==> src/inc/dtss_map.vh <==
// Purpose: register offsets, field positions, reset values and timing counts of the dual slot sequencer
// Assumes: classic wishbone, 32-bit data, one aligned word per register
// Notes:   printed offsets are not all multiples of four, so byte address = 4 * index
`ifndef DTSS_MAP_VH
`define DTSS_MAP_VH

// ============================================================
// register indices
`define DTSS_IDX_RATE        8'h12
`define DTSS_IDX_SWITCH      8'h14
`define DTSS_IDX_A_DELAY     8'h30
`define DTSS_IDX_A_PULSE     8'h31
`define DTSS_IDX_B_DELAY     8'h35
`define DTSS_IDX_B_PULSE     8'h36
`define DTSS_IDX_CTRL        8'h40
`define DTSS_IDX_STATUS      8'h41
`define DTSS_IDX_A_RESULT    8'h42
`define DTSS_IDX_B_RESULT    8'h43
`define DTSS_IDX_FIFO        8'h44

// ============================================================
// field positions
`define DTSS_CNT_HI          15
`define DTSS_CNT_LO          8
`define DTSS_LOW_HI          7
`define DTSS_LOW_LO          0
`define DTSS_SW_B_HI         11
`define DTSS_SW_B_LO         8
`define DTSS_SW_A_HI         7
`define DTSS_SW_A_LO         4
`define DTSS_CTRL_RUN        0
`define DTSS_CTRL_A_EN       1
`define DTSS_CTRL_B_EN       2

// ============================================================
// reset values
`define DTSS_RST_RATE        16'h0020
`define DTSS_RST_SWITCH      16'h0000
`define DTSS_RST_DELAY       16'h0020
`define DTSS_RST_PULSE       16'h0113
`define DTSS_RST_CTRL        3'h6

// ============================================================
// timing: clock rate, microsecond tick, sample tick, fixed intervals
`define DTSS_CLK_HZ          125000000
`define DTSS_US_CYC          (`DTSS_CLK_HZ / 1000000)
`define DTSS_SAMPLE_HZ       32000
`define DTSS_SAMPLE_CYC      ((`DTSS_CLK_HZ + `DTSS_SAMPLE_HZ - 1) / `DTSS_SAMPLE_HZ)
`define DTSS_T1_US           68
`define DTSS_T2_US           20
`define DTSS_SLEEP_MIN_US    222
`define DTSS_EMIT_WIDTH_US   4

`endif

==> src/dtss_input_switch.v <==
// Purpose: per-slot routing of eight photodiode inputs onto four channels
// Assumes: input is one 4-bit switch code per slot, channel outputs are connect masks
// Notes:   bit k of a channel mask set means photodiode input k+1 is tied to that channel
`timescale 1ns/1ns
module dtss_input_switch (
  input  wire [3:0] code_i,
  output reg  [7:0] ch1_o,
  output reg  [7:0] ch2_o,
  output reg  [7:0] ch3_o,
  output reg  [7:0] ch4_o
);
  always @* begin
    ch1_o = 8'h00;
    ch2_o = 8'h00;
    ch3_o = 8'h00;
    ch4_o = 8'h00;
    case (code_i)
      4'h1: begin
        ch1_o = 8'h0C;
        ch2_o = 8'h03;
      end
      4'h2: begin
        ch1_o = 8'hC0;
        ch2_o = 8'h30;
      end
      4'h3: ch1_o = 8'h0F;
      4'h4: begin
        ch1_o = 8'h10;
        ch2_o = 8'h20;
        ch3_o = 8'h40;
        ch4_o = 8'h80;
      end
      4'h5: begin
        ch1_o = 8'h01;
        ch2_o = 8'h02;
        ch3_o = 8'h04;
        ch4_o = 8'h08;
      end
      4'h6: begin
        ch1_o = 8'h0C;
        ch2_o = 8'h30;
      end
      4'h7: ch1_o = 8'hF0;
      // code 0 and unlisted codes leave all open
      default: ch1_o = 8'h00;
    endcase
  end
endmodule

==> src/dtss_sequencer.v <==
// Purpose: dual time slot sequencer with wishbone register file
// Assumes: classic wishbone slave, one clock, synchronous active-low reset
// Notes:   durations counted in microseconds of a 125 MHz clock, sample timer in 32 kHz ticks
`timescale 1ns/1ns
`include "dtss_map.vh"
module dtss_sequencer (
  input  wire        MCLK_I,
  input  wire        RST_N_I,
  input  wire        WB_CYC_I,
  input  wire        WB_STB_I,
  input  wire        WB_WE_I,
  input  wire [9:0]  WB_ADR_I,
  input  wire [3:0]  WB_SEL_I,
  input  wire [31:0] WB_DAT_I,
  output reg  [31:0] WB_DAT_O,
  output wire        WB_ACK_O,
  input  wire [15:0] ADC_DATA_I,
  output reg         SLOT_A_EMITTER_PULSE_O,
  output reg         SLOT_B_EMITTER_PULSE_O,
  output reg         FRONT_END_ON_O,
  output reg         SLOT_B_ACTIVE_O,
  output wire [7:0]  CH1_SEL_O,
  output wire [7:0]  CH2_SEL_O,
  output wire [7:0]  CH3_SEL_O,
  output wire [7:0]  CH4_SEL_O
);
  localparam [2:0] ST_IDLE   = 3'd0;
  localparam [2:0] ST_DELAY  = 3'd1;
  localparam [2:0] ST_PULSE  = 3'd2;
  localparam [2:0] ST_GAP    = 3'd3;
  localparam [2:0] ST_CALC   = 3'd4;
  localparam [2:0] ST_SLEEP  = 3'd5;
  localparam integer US_CYC_N   = `DTSS_US_CYC;
  localparam integer TICK_CYC_N = `DTSS_SAMPLE_CYC;
  localparam [6:0] US_CYC    = US_CYC_N[6:0];
  localparam [12:0] TICK_CYC = TICK_CYC_N[12:0];
  localparam [7:0] T1_US     = `DTSS_T1_US;
  localparam [7:0] T2_US     = `DTSS_T2_US;
  localparam [7:0] SLEEP_US  = `DTSS_SLEEP_MIN_US;
  localparam [7:0] WIDTH_US  = `DTSS_EMIT_WIDTH_US;
  localparam       FIFO_AW   = 3;

  // ============================================================
  // register file
  reg [15:0] rate_ff;
  reg [15:0] switch_ff;
  reg [15:0] a_delay_ff;
  reg [15:0] a_pulse_ff;
  reg [15:0] b_delay_ff;
  reg [15:0] b_pulse_ff;
  reg [2:0]  ctrl_ff;
  reg [15:0] a_result_ff;
  reg [15:0] b_result_ff;
  reg        ack_ff;
  reg [16:0] fifo_mem [0:(1<<FIFO_AW)-1];
  reg [FIFO_AW:0] wr_ptr_ff;
  reg [FIFO_AW:0] rd_ptr_ff;

  wire       req     = WB_CYC_I & WB_STB_I & ~ack_ff;
  wire [7:0] idx     = WB_ADR_I[9:2];
  wire       wr_go   = req & WB_WE_I;
  wire       rd_go   = req & ~WB_WE_I;
  wire       f_empty = (wr_ptr_ff == rd_ptr_ff);
  wire       f_full  = (wr_ptr_ff[FIFO_AW] != rd_ptr_ff[FIFO_AW]) &&
                       (wr_ptr_ff[FIFO_AW-1:0] == rd_ptr_ff[FIFO_AW-1:0]);

  assign WB_ACK_O = ack_ff;

  function [15:0] merge16;
    input [15:0] old;
    input [31:0] din;
    input [3:0]  sel;
    begin
      merge16[7:0]  = sel[0] ? din[7:0]  : old[7:0];
      merge16[15:8] = sel[1] ? din[15:8] : old[15:8];
    end
  endfunction

  // ============================================================
  // sequencer state
  reg [2:0]  state_ff;
  reg [2:0]  nxt_state;
  reg        slot_b_ff;
  reg [7:0]  us_left_ff;
  reg [7:0]  nxt_us_left;
  reg [7:0]  pulses_left_ff;
  reg [7:0]  nxt_pulses_left;
  reg [6:0]  us_div_ff;
  reg [12:0] tick_div_ff;
  reg [15:0] rate_cnt_ff;
  reg        sleep_done_ff;

  wire us_tick     = (us_div_ff == US_CYC - 7'd1);
  wire sample_tick = (tick_div_ff == TICK_CYC - 13'd1);
  wire run         = ctrl_ff[`DTSS_CTRL_RUN];
  wire a_en        = ctrl_ff[`DTSS_CTRL_A_EN];
  wire b_en        = ctrl_ff[`DTSS_CTRL_B_EN];
  // period expiry from 16-bit rate field
  wire expiry      = run & sample_tick & (rate_cnt_ff == 16'h0000);

  wire [15:0] cur_delay = slot_b_ff ? b_delay_ff : a_delay_ff;
  wire [15:0] cur_pulse = slot_b_ff ? b_pulse_ff : a_pulse_ff;
  wire [7:0]  delay_us  = cur_delay[`DTSS_LOW_HI:`DTSS_LOW_LO];
  wire [7:0]  space_us  = cur_pulse[`DTSS_LOW_HI:`DTSS_LOW_LO];
  wire [7:0]  count_n   = cur_pulse[`DTSS_CNT_HI:`DTSS_CNT_LO];
  wire        last_us   = us_tick & (us_left_ff <= 8'd1);
  // capture while slot_b_ff still names the finishing slot
  wire        capture_go = (state_ff == ST_CALC) & last_us;
  // restart microsecond divider so the first pulse delay is exact
  wire        slot_start = ((state_ff == ST_IDLE) || (state_ff == ST_SLEEP)) && (nxt_state == ST_DELAY);

  function [7:0] low_gap;
    input [7:0] spacing;
    begin
      low_gap = (spacing > WIDTH_US) ? (spacing - WIDTH_US) : 8'd1;
    end
  endfunction

  always @* begin
    nxt_state       = state_ff;
    nxt_us_left     = us_left_ff;
    nxt_pulses_left = pulses_left_ff;
    if (us_tick && us_left_ff != 8'd0) begin
      nxt_us_left = us_left_ff - 8'd1;
    end
    case (state_ff)
      ST_IDLE: begin
        // start first enabled slot on expiry
        if (expiry && (a_en || b_en)) begin
          nxt_state   = ST_DELAY;
          nxt_us_left = (a_en ? a_delay_ff[7:0] : b_delay_ff[7:0]);
        end
      end
      ST_DELAY: begin
        if (last_us) begin
          nxt_state       = ST_PULSE;
          nxt_us_left     = WIDTH_US;
          nxt_pulses_left = (count_n == 8'd0) ? 8'd1 : count_n;
        end
      end
      ST_PULSE: begin
        if (last_us) begin
          nxt_state       = ST_GAP;
          nxt_us_left     = low_gap(space_us);
          nxt_pulses_left = pulses_left_ff - 8'd1;
        end
      end
      ST_GAP: begin
        if (last_us) begin
          if (pulses_left_ff != 8'd0) begin
            nxt_state   = ST_PULSE;
            nxt_us_left = WIDTH_US;
          end else begin
            nxt_state   = ST_CALC;
            nxt_us_left = slot_b_ff ? T2_US : T1_US;
          end
        end
      end
      ST_CALC: begin
        if (last_us) begin
          // slot B follows A only when enabled
          if (!slot_b_ff && b_en) begin
            nxt_state   = ST_DELAY;
            nxt_us_left = b_delay_ff[7:0];
          end else begin
            nxt_state   = ST_SLEEP;
            nxt_us_left = SLEEP_US;
          end
        end
      end
      ST_SLEEP: begin
        // minimum sleep, then wait for next expiry
        if (sleep_done_ff && expiry) begin
          nxt_state   = (a_en || b_en) ? ST_DELAY : ST_IDLE;
          nxt_us_left = a_en ? a_delay_ff[7:0] : b_delay_ff[7:0];
        end
      end
      default: nxt_state = ST_IDLE;
    endcase
    if (!run) begin
      nxt_state = ST_IDLE;
    end
  end

  always @(posedge MCLK_I) begin
    if (!RST_N_I) begin
      state_ff       <= ST_IDLE;
      slot_b_ff      <= 1'b0;
      us_left_ff     <= 8'd0;
      pulses_left_ff <= 8'd0;
      us_div_ff      <= 7'd0;
      tick_div_ff    <= 13'd0;
      rate_cnt_ff    <= 16'h0000;
      sleep_done_ff  <= 1'b0;
    end else begin
      state_ff       <= nxt_state;
      us_left_ff     <= nxt_us_left;
      pulses_left_ff <= nxt_pulses_left;
      us_div_ff      <= (us_tick || slot_start) ? 7'd0 : us_div_ff + 7'd1;
      tick_div_ff    <= sample_tick ? 13'd0 : tick_div_ff + 13'd1;
      if (!run) begin
        rate_cnt_ff <= 16'h0000;
      end else if (sample_tick) begin
        rate_cnt_ff <= (rate_cnt_ff == 16'h0000) ? rate_ff : rate_cnt_ff - 16'h0001;
      end
      if (nxt_state == ST_DELAY && state_ff != ST_DELAY) begin
        slot_b_ff <= (state_ff == ST_CALC) ? 1'b1 : ~a_en;
      end
      // sleep gate latches once the minimum has elapsed
      if (state_ff == ST_SLEEP && last_us) begin
        sleep_done_ff <= 1'b1;
      end else if (state_ff != ST_SLEEP) begin
        sleep_done_ff <= 1'b0;
      end
    end
  end

  // ============================================================
  // pins toward emitters and front end
  always @(posedge MCLK_I) begin
    if (!RST_N_I) begin
      SLOT_A_EMITTER_PULSE_O <= 1'b0;
      SLOT_B_EMITTER_PULSE_O <= 1'b0;
      FRONT_END_ON_O         <= 1'b0;
      SLOT_B_ACTIVE_O        <= 1'b0;
    end else begin
      SLOT_A_EMITTER_PULSE_O <= (nxt_state == ST_PULSE) & ~slot_b_ff;
      SLOT_B_EMITTER_PULSE_O <= (nxt_state == ST_PULSE) & slot_b_ff;
      FRONT_END_ON_O         <= (nxt_state != ST_IDLE) && (nxt_state != ST_SLEEP);
      SLOT_B_ACTIVE_O        <= slot_b_ff;
    end
  end

  wire [3:0] sw_code = slot_b_ff ? switch_ff[`DTSS_SW_B_HI:`DTSS_SW_B_LO]
                                 : switch_ff[`DTSS_SW_A_HI:`DTSS_SW_A_LO];

  dtss_input_switch u_switch (
    .code_i (sw_code),
    .ch1_o  (CH1_SEL_O),
    .ch2_o  (CH2_SEL_O),
    .ch3_o  (CH3_SEL_O),
    .ch4_o  (CH4_SEL_O)
  );

  // ============================================================
  // bus slave, results and fifo
  wire fifo_pop  = rd_go && idx == `DTSS_IDX_FIFO && !f_empty;
  // overflow drops the newest word; result registers still update
  wire fifo_push = capture_go && !f_full;

  always @(posedge MCLK_I) begin
    if (!RST_N_I) begin
      rate_ff     <= `DTSS_RST_RATE;
      switch_ff   <= `DTSS_RST_SWITCH;
      a_delay_ff  <= `DTSS_RST_DELAY;
      a_pulse_ff  <= `DTSS_RST_PULSE;
      b_delay_ff  <= `DTSS_RST_DELAY;
      b_pulse_ff  <= `DTSS_RST_PULSE;
      ctrl_ff     <= `DTSS_RST_CTRL;
      a_result_ff <= 16'h0000;
      b_result_ff <= 16'h0000;
      ack_ff      <= 1'b0;
      WB_DAT_O    <= 32'h0000_0000;
      wr_ptr_ff   <= {(FIFO_AW+1){1'b0}};
      rd_ptr_ff   <= {(FIFO_AW+1){1'b0}};
    end else begin
      ack_ff <= req;
      if (wr_go) begin
        case (idx)
          `DTSS_IDX_RATE:    rate_ff    <= merge16(rate_ff, WB_DAT_I, WB_SEL_I);
          `DTSS_IDX_SWITCH:  switch_ff  <= merge16(switch_ff, WB_DAT_I, WB_SEL_I);
          `DTSS_IDX_A_DELAY: a_delay_ff <= merge16(a_delay_ff, WB_DAT_I, WB_SEL_I);
          `DTSS_IDX_A_PULSE: a_pulse_ff <= merge16(a_pulse_ff, WB_DAT_I, WB_SEL_I);
          `DTSS_IDX_B_DELAY: b_delay_ff <= merge16(b_delay_ff, WB_DAT_I, WB_SEL_I);
          `DTSS_IDX_B_PULSE: b_pulse_ff <= merge16(b_pulse_ff, WB_DAT_I, WB_SEL_I);
          `DTSS_IDX_CTRL: begin
            if (WB_SEL_I[0]) begin
              ctrl_ff <= WB_DAT_I[2:0];
            end
          end
          default: ctrl_ff <= ctrl_ff;
        endcase
      end
      if (rd_go) begin
        case (idx)
          `DTSS_IDX_RATE:     WB_DAT_O <= {16'h0000, rate_ff};
          `DTSS_IDX_SWITCH:   WB_DAT_O <= {16'h0000, switch_ff};
          `DTSS_IDX_A_DELAY:  WB_DAT_O <= {16'h0000, a_delay_ff};
          `DTSS_IDX_A_PULSE:  WB_DAT_O <= {16'h0000, a_pulse_ff};
          `DTSS_IDX_B_DELAY:  WB_DAT_O <= {16'h0000, b_delay_ff};
          `DTSS_IDX_B_PULSE:  WB_DAT_O <= {16'h0000, b_pulse_ff};
          `DTSS_IDX_CTRL:     WB_DAT_O <= {29'h0000_0000, ctrl_ff};
          `DTSS_IDX_STATUS:   WB_DAT_O <= {16'h0000, f_full, f_empty, 9'h000, slot_b_ff, 1'b0, state_ff};
          `DTSS_IDX_A_RESULT: WB_DAT_O <= {16'h0000, a_result_ff};
          `DTSS_IDX_B_RESULT: WB_DAT_O <= {16'h0000, b_result_ff};
          // bit 16 tags slot B, bit 31 flags an empty pop
          `DTSS_IDX_FIFO:     WB_DAT_O <= f_empty ? 32'h8000_0000
                                                  : {15'h0000, fifo_mem[rd_ptr_ff[FIFO_AW-1:0]]};
          default:            WB_DAT_O <= 32'h0000_0000;
        endcase
      end
      // distinct result per slot, copied to fifo
      if (capture_go) begin
        if (slot_b_ff) begin
          b_result_ff <= ADC_DATA_I;
        end else begin
          a_result_ff <= ADC_DATA_I;
        end
      end
      if (fifo_push) begin
        fifo_mem[wr_ptr_ff[FIFO_AW-1:0]] <= {slot_b_ff, ADC_DATA_I};
        wr_ptr_ff <= wr_ptr_ff + 1'b1;
      end
      if (fifo_pop) begin
        rd_ptr_ff <= rd_ptr_ff + 1'b1;
      end
    end
  end
endmodule

==> config.mk <==
export PLATFORM = sky130hd
export DESIGN_NAME = dtss_sequencer
export DESIGN_NICKNAME = d
export VERILOG_FILES = /design/src/dtss_input_switch.v /design/src/dtss_sequencer.v
export VERILOG_INCLUDE_DIRS = /design/src /design/src/inc
export SDC_FILE = /design/constraint.sdc
export NUM_CORES = 1
export LEC_CHECK = 0
export BUFFER_PORTS_ARGS = -buffer_cell sky130_fd_sc_hd__clkbuf_2
export CAP_MARGIN = 20
export CORE_MARGIN = 2
export CORE_UTILIZATION = 30
export CTS_CLUSTER_DIAMETER = 30
export DETAILED_ROUTE_END_ITERATION = 12
export PLACE_DENSITY = 0.45
export SYNTH_ARGS = -nofsm -noshare
export SYNTH_HDL_FRONTEND = slang
export SYNTH_HIERARCHICAL = 1
export SYNTH_SLANG_ARGS = --single-unit
==> constraint.sdc <==
create_clock -name MCLK_I -period 3.1 [get_ports MCLK_I]
set_input_delay 0.31 -clock MCLK_I [delete_from_list [all_inputs] [get_ports MCLK_I]]
set_output_delay 0.31 -clock MCLK_I [all_outputs]
set_load 0.005 [all_outputs]
* After elaboration in Yosys (flattened, before gate mapping)
Memory sizes are Yosys's and may differ from the RTL's. A register that Yosys moved wholly into a read port is not among the register bits. Cells that the tools add are included.
Word-level totals: RAM bits 136, bits of input ports 67, bits in registers 233, memories 1, output and inout port bits 69, logic and storage cells 184
Operators by class: multiplexer cells 45, add/subtract/negate cells 8, bitwise gates (word level) 15, reductions and logical operators 47, order comparisons 2, equal/unequal tests 35
Memories:
- fifo_mem | depth 8, bits a word 17, read ports 1, clocked after memory_dff 1, wr ports 1, line dtss_sequencer.v:55 | reg [16:0] fifo_mem [0:(1<<FIFO_AW)-1];
Operator list (number):
- 32-bit one-hot mux with 11 select lines | 1
- 8-bit two-way mux | 13
- 8-bit one-hot mux with 6 select lines | 2
- 3-bit AND reduction | 14
- 8-bit by 7-bit == test with 1-bit output (second input constant) | 5
- 3-bit two-way mux | 11
- 8-bit by 6-bit == test with 1-bit output (second input constant) | 4
- 16-bit two-way mux | 2
- 32-bit two-way mux | 1
- 8-bit one-hot mux with 2 select lines | 2
- 6-bit one-hot mux with 4 select lines | 1
- 3-bit one-hot mux with 6 select lines | 1
- 4-bit by 3-bit == test with 1-bit output (second input constant) | 4
- 8-bit by 5-bit == test with 1-bit output (second input constant) | 2
- 16-bit zero test | 1
- 8-bit nonzero test | 2
- 16-bit by 1-bit subtractor with 16-bit output (second input constant) | 1
- 8-bit by 1-bit subtractor with 8-bit output (second input constant) | 2
- 7-bit two-way mux | 2
- 7-bit one-hot mux with 2 select lines | 1
- 13-bit by 1-bit adder with 13-bit output (second input constant) | 1
- 13-bit by 12-bit == test with 1-bit output (second input constant) | 1
- 1-bit logical AND | 12
- 1-bit AND | 10
- other kinds (28) | 56

* Depth between registers and ports, before layout
depth after elaboration 11, mapped depth 11, depth with buffers taken out 10

* Cells and area by module
The synthesis kept the hierarchy.
Modules (own cells, without submodules):
- dtss_sequencer | instances 1, cells an instance 1637, area an instance 16378.2 um^2, seq. area each 8528.2 um^2
- dtss_input_switch | instances 1, cells an instance 45, area an instance 299.0 um^2, seq. area each 0.0 um^2

* Worst setup path before layout
OpenSTA, ideal clock, no wires.
path type register -> register, start point reg state_ff[1], end point mem fifo_mem[2][0], enable pin, setup slack -298 ps, data required time 2687 ps, period minus slack after synthesis 3398 ps, cell stages (with the launch flop) 9, buffers on the path 2, setup time 413 ps, arrival time 2985 ps, cells stage by stage dfxtp_1 -> clkbuf_1 -> nor2_1 -> nand2_1 -> clkbuf_1 -> or4_1 -> inv_1 -> nand2_1 -> nor3_1
Between the ends: longest elaborated chain between the ends 6
Ends and longest elaborated chain:
- start: declaration | line dtss_sequencer.v:81 | reg [2:0] state_ff;
- start signal: assignment | line dtss_sequencer.v:196 | state_ff <= nxt_state;
- 3-bit == test | line dtss_sequencer.v:108 | wire capture_go = (state_ff == ST_CALC) & last_us;
- 1-bit AND | line dtss_sequencer.v:108
- 1-bit logical AND | line dtss_sequencer.v:249 | wire fifo_push = capture_go && !f_full;
- 1-bit two-way mux | line dtss_sequencer.v:310 | if (fifo_push) begin
- 1-bit two-way mux | line dtss_sequencer.v:252 | if (!RST_N_I) begin
- 1-bit two-way mux (implied by the code) | line dtss_sequencer.v:311 | fifo_mem[wr_ptr_ff[FIFO_AW-1:0]] <= {slot_b_ff, ADC_DATA_I};
- end: declaration | line dtss_sequencer.v:55
No other way between the ends.

* Worst setup path in the final report
start point reg tick_div_ff[1], end point reg us_div_ff[4]
Between the ends: longest elaborated chain between the ends 11, elaborated cells between the ends (all ways) 13, classes of those cells eq/ne (2); mux (4); bitwise (2); reduce/logical (5)
Ends and longest elaborated chain:
- start: declaration | line dtss_sequencer.v:89 | reg [12:0] tick_div_ff;
- start signal: assignment | line dtss_sequencer.v:200 | tick_div_ff <= sample_tick ? 13'd0 : tick_div_ff + 13'd1;
- 13-bit by 12-bit == test with 1-bit output * | line dtss_sequencer.v:94 | wire sample_tick = (tick_div_ff == TICK_CYC - 13'd1);
- 1-bit AND * (2 in series) | line dtss_sequencer.v:99 | wire expiry = run & sample_tick & (rate_cnt_ff == 16'h0000);
- 1-bit logical AND (on tied branches) | line dtss_sequencer.v:173, dtss_sequencer.v:129
- 3-bit two-way mux (on tied branches) | line dtss_sequencer.v:173, dtss_sequencer.v:129
- 3-bit one-hot mux with 6 select lines * | line dtss_sequencer.v:126 | case (state_ff)
- 3-bit two-way mux * | line dtss_sequencer.v:180 | if (!run) begin
- 3-bit by 1-bit == test with 1-bit output * | line dtss_sequencer.v:110 | wire slot_start = ((state_ff == ST_IDLE) || (state_ff == ST_SLEEP)) && (nxt_state == ST_DELAY);
- 1-bit logical AND * | line dtss_sequencer.v:110
- 1-bit logical OR * | line dtss_sequencer.v:199 | us_div_ff <= (us_tick || slot_start) ? 7'd0 : us_div_ff + 7'd1;
- 2-bit OR reduction (no source line) *
- end signal: assignment | line dtss_sequencer.v:199
- end: declaration | line dtss_sequencer.v:88 | reg [6:0] us_div_ff;
Every way passes the cells marked *; elsewhere a longest branch is shown, timed or not. A chain may end at the register's enable or synchronous reset.

==> metrics.csv <==
metric,value,unit
fin_cells,2642,
internal_power,11.4,mW
clkTransAtPathRegs,40,ps
ys_warn_count,6,
seqPwrFrac,34.0,%
slowest_stage,a2111oi_4,
antenna_found_initial,2,
avgSynthCellArea,9.92,µm²
wl_per_cell,19.8,µm
tightest_slew,824,ps
via_count,13400,
num_rows,86,
yosysTopAreaCellShare,26.6,%
die_w,240,µm
synth-main-ff-cell,dfxtp_1,
power_switching,3.05,mW
io_buffer_count,85,
grt_usage,18.4,%
synth_largest_area_cell,dfxtp_1,
gp_congestion,0.861,
status,finished clean,
synthSimpleGateAreaFrac,20.1,%
grt_max_degree,98,
dp_cells,2472,
p_leak,7.37,nW
synth_mux_area_share,9.21,%
tritoncts,done,
synthAdderAreaFrac,0.960,%
cts.repair.resized,0,
ys_ff_latch,358,
drtPass1Iterations,6,
fillers,5337,
cp.required,3560,ps
cap_viol_max_count,0,
drt_iter0_drc,1148,
yosysMostFrequentCell,nand2_1,
max_freq,362,MHz
synthTopCellsByArea,"dfxtp_1 27%, edfxtp_1 24%, nand2_1 5.9%",
startpoint_type,flip-flop,
grt.busiest_layer,met2,
postCtsSetupBuffers,0,
grt_pass1_wl,80.1,mm
synth_xor_area_share,2.00,%
hp-class,in2reg,
postLayoutCellArea,0.0213,mm²
syn-cell-area,0.0167,mm²
nets,1900,
root_buffer,clkbuf_16,
vdd_drop_max,403,µV
wl,52.3,mm
slowest_delay,520,ps
clock-sinks,358,
min_period,2770,ps
hold_viol,0,
start_util,30.3,%
fin_crit_sh,89.2,%
ctsHtreeMaxLevel,3,
area_growth,27.6,%
die_h,240,µm
core,0.0550,mm²
use_met3,3.42,%
slew_headroom,44.3,%
synthDistinctLibCells,86,
clockPowerShare,64.3,%
skew,23.1,ps
place_area,0.0182,mm²
gr-total-overflow,0,
rsz0062_at_grt,false,
cp-end-kind,flip-flop,
synth_top_family_by_area,simple AND/OR/NAND/NOR gates,
dp_hpwl,36.0,mm
synth.yosys.seq_area_share,51.1,%
p_sw_share,21.2,%
hold_buffers,6,
syn_inst,1682,
critPathArrivalTime,3220,ps
async_reset_ff_share,0,%
synth_compound_area_share,12.0,%
path_common_cell,nor3_1,
maxSlewViolCount,0,
grt_pass1_vias,13300,
setup_viol,0,
die_area,0.0575,mm²
gr-usage-met1,24.7,%
drtAntennaViolNets,0,
synth_common_cells,"261 x nand2_1, 222 x dfxtp_1, 147 x a21oi_1, 147 x nor2_1, 136 x edfxtp_1",
p_per_area,678,mW/mm²
grt_use_met2,28.9,%
path_cells,ha_1 > and4bb_2 > and3_1 > nand3_1 > nor3_1 > buf_4 > o211ai_1 > a2111oi_4 > nor3_1,
synth_edf_count,136,
power.share.combinational,1.7,%
diodes,0,
drcViolationCount,0,
ioPinCount,136,
layout-drive-gt1-share,20.7,%
crit_fanout,7,
vias_per_cell,5.06,
hold_ws,28.4,ps
clk_latency,620,ps
cts_buffers,89,
clk_path_buf_depth,3,
crit_type,reg2reg,
tns,0,ps
[layout by cell type (no fill, tap or decap), drive strengths merged, types with 14 or more instances in the layout]
| cell type | count |
|---|---|
| a22oi | 31 |
| dfxtp | 222 |
| mux2i | 59 |
| xor2 | 25 |
| a222oi | 14 |
| mux4 | 34 |
| nand2b | 15 |
| inv | 26 |
| nand2 | 261 |
| nand3 | 111 |
| nor4 | 15 |
| mux2 | 16 |
| buf | 63 |
| nor3 | 41 |
| a21oi | 149 |
| edfxtp | 136 |
| clkbuf | 203 |
| conb | 30 |
| nor2 | 150 |
| clkinv | 23 |
| o21ai | 51 |
[cells by family (layout without fill, tap and decap cells)]
| logic type | count (synthesis) | in the layout |
|---|---|---|
| AO/OA/AOI/OAI | 320 | 320 |
| XOR/XNOR | 38 | 38 |
| adder cells (fa/ha/maj) | 13 | 13 |
| buffers and inverters | 156 | 340 |
| flip-flops | 358 | 358 |
| multiplexers | 109 | 109 |
| other | 2 | 30 |
| AND/OR/NAND/NOR | 686 | 686 |
[critical path, delay by kind of cell, from the launching register on]
| family | cells | cell delay [ps] |
|---|---|---|
| AO/OA/AOI/OAI | 2 | 760 |
| adder cells (fa/ha/maj) | 1 | 190 |
| buffers and inverters | 1 | 180 |
| flip-flops | 1 | 400 |
| AND/OR/NAND/NOR | 5 | 1060 |
[state kept, by name, summed over array words and instances, names as in the netlist, 13 cells and up, named ones only]
register     cells
a_pulse_ff      16
b_pulse_ff      16
a_result_ff     16
tick_div_ff     13
WB_DAT_O        18
rate_cnt_ff     16
b_result_ff     16
rate_ff         16
b_delay_ff      16
switch_ff       16
a_delay_ff      16
fifo_mem       136
[metal layers]
metal | wire length, µm | vias up
met3 | 2720 | 93
met5 | 18 | -
met1 | 23900 | 6538
met4 | 1510 | 4
li1 | - | 6367
met2 | 24100 | 359
[layout make-up]
class	count	area (µm²)	area share (%)
clock buffers	118	2480	11.6
clock inverters	46	573	2.69
inverters	22	85.1	0.400
multi-input cells	1196	7570	35.6
flip-flops and latches	358	8530	40.1
well taps	748	936	4.40
repair buffers	154	1100	5.15
[power by group through the flow]
stage	clock network [mW]	logic (mW)	registers, mW
3_3_place_gp	0	0.237	4.99
2_1_floorplan	0	0.125	4.99
5_1_grt	9.71	0.269	4.91
6_report	9.28	0.245	4.91
4_1_cts	9.44	0.246	4.91
3_5_place_dp	0	0.239	4.99
[through the flow]
| stage | util, % | total power [mW] | worst slack (ps) |
|---|---|---|---|
| after floorplan | - | 5.12 | -298 |
| after global placement | 33.0 | 5.23 | 390 |
| after detailed placement | 33.0 | 5.23 | 360 |
| after CTS | 38.7 | 14.6 | 323 |
| after global routing | 38.7 | 14.9 | 122 |
| final | 38.7 | 14.4 | 335 |
[path summary, 6_finish.rpt]
| kind | start | to | slack, ps | cells past startpoint |
|---|---|---|---|---|
| setup / recovery | tick_div_ff[1] | us_div_ff[4] | 330 | 9 |
| hold / removal | ADC_DATA_I[3] | fifo_mem[2][3] | 30 | 1 |
| setup reg to reg | tick_div_ff[1] | us_div_ff[4] | 330 | 9 |
| hold reg to reg | b_result_ff[10] | b_result_ff[10] | 450 | 2 |
Note: power is estimated with default switching activity, not from simulation.
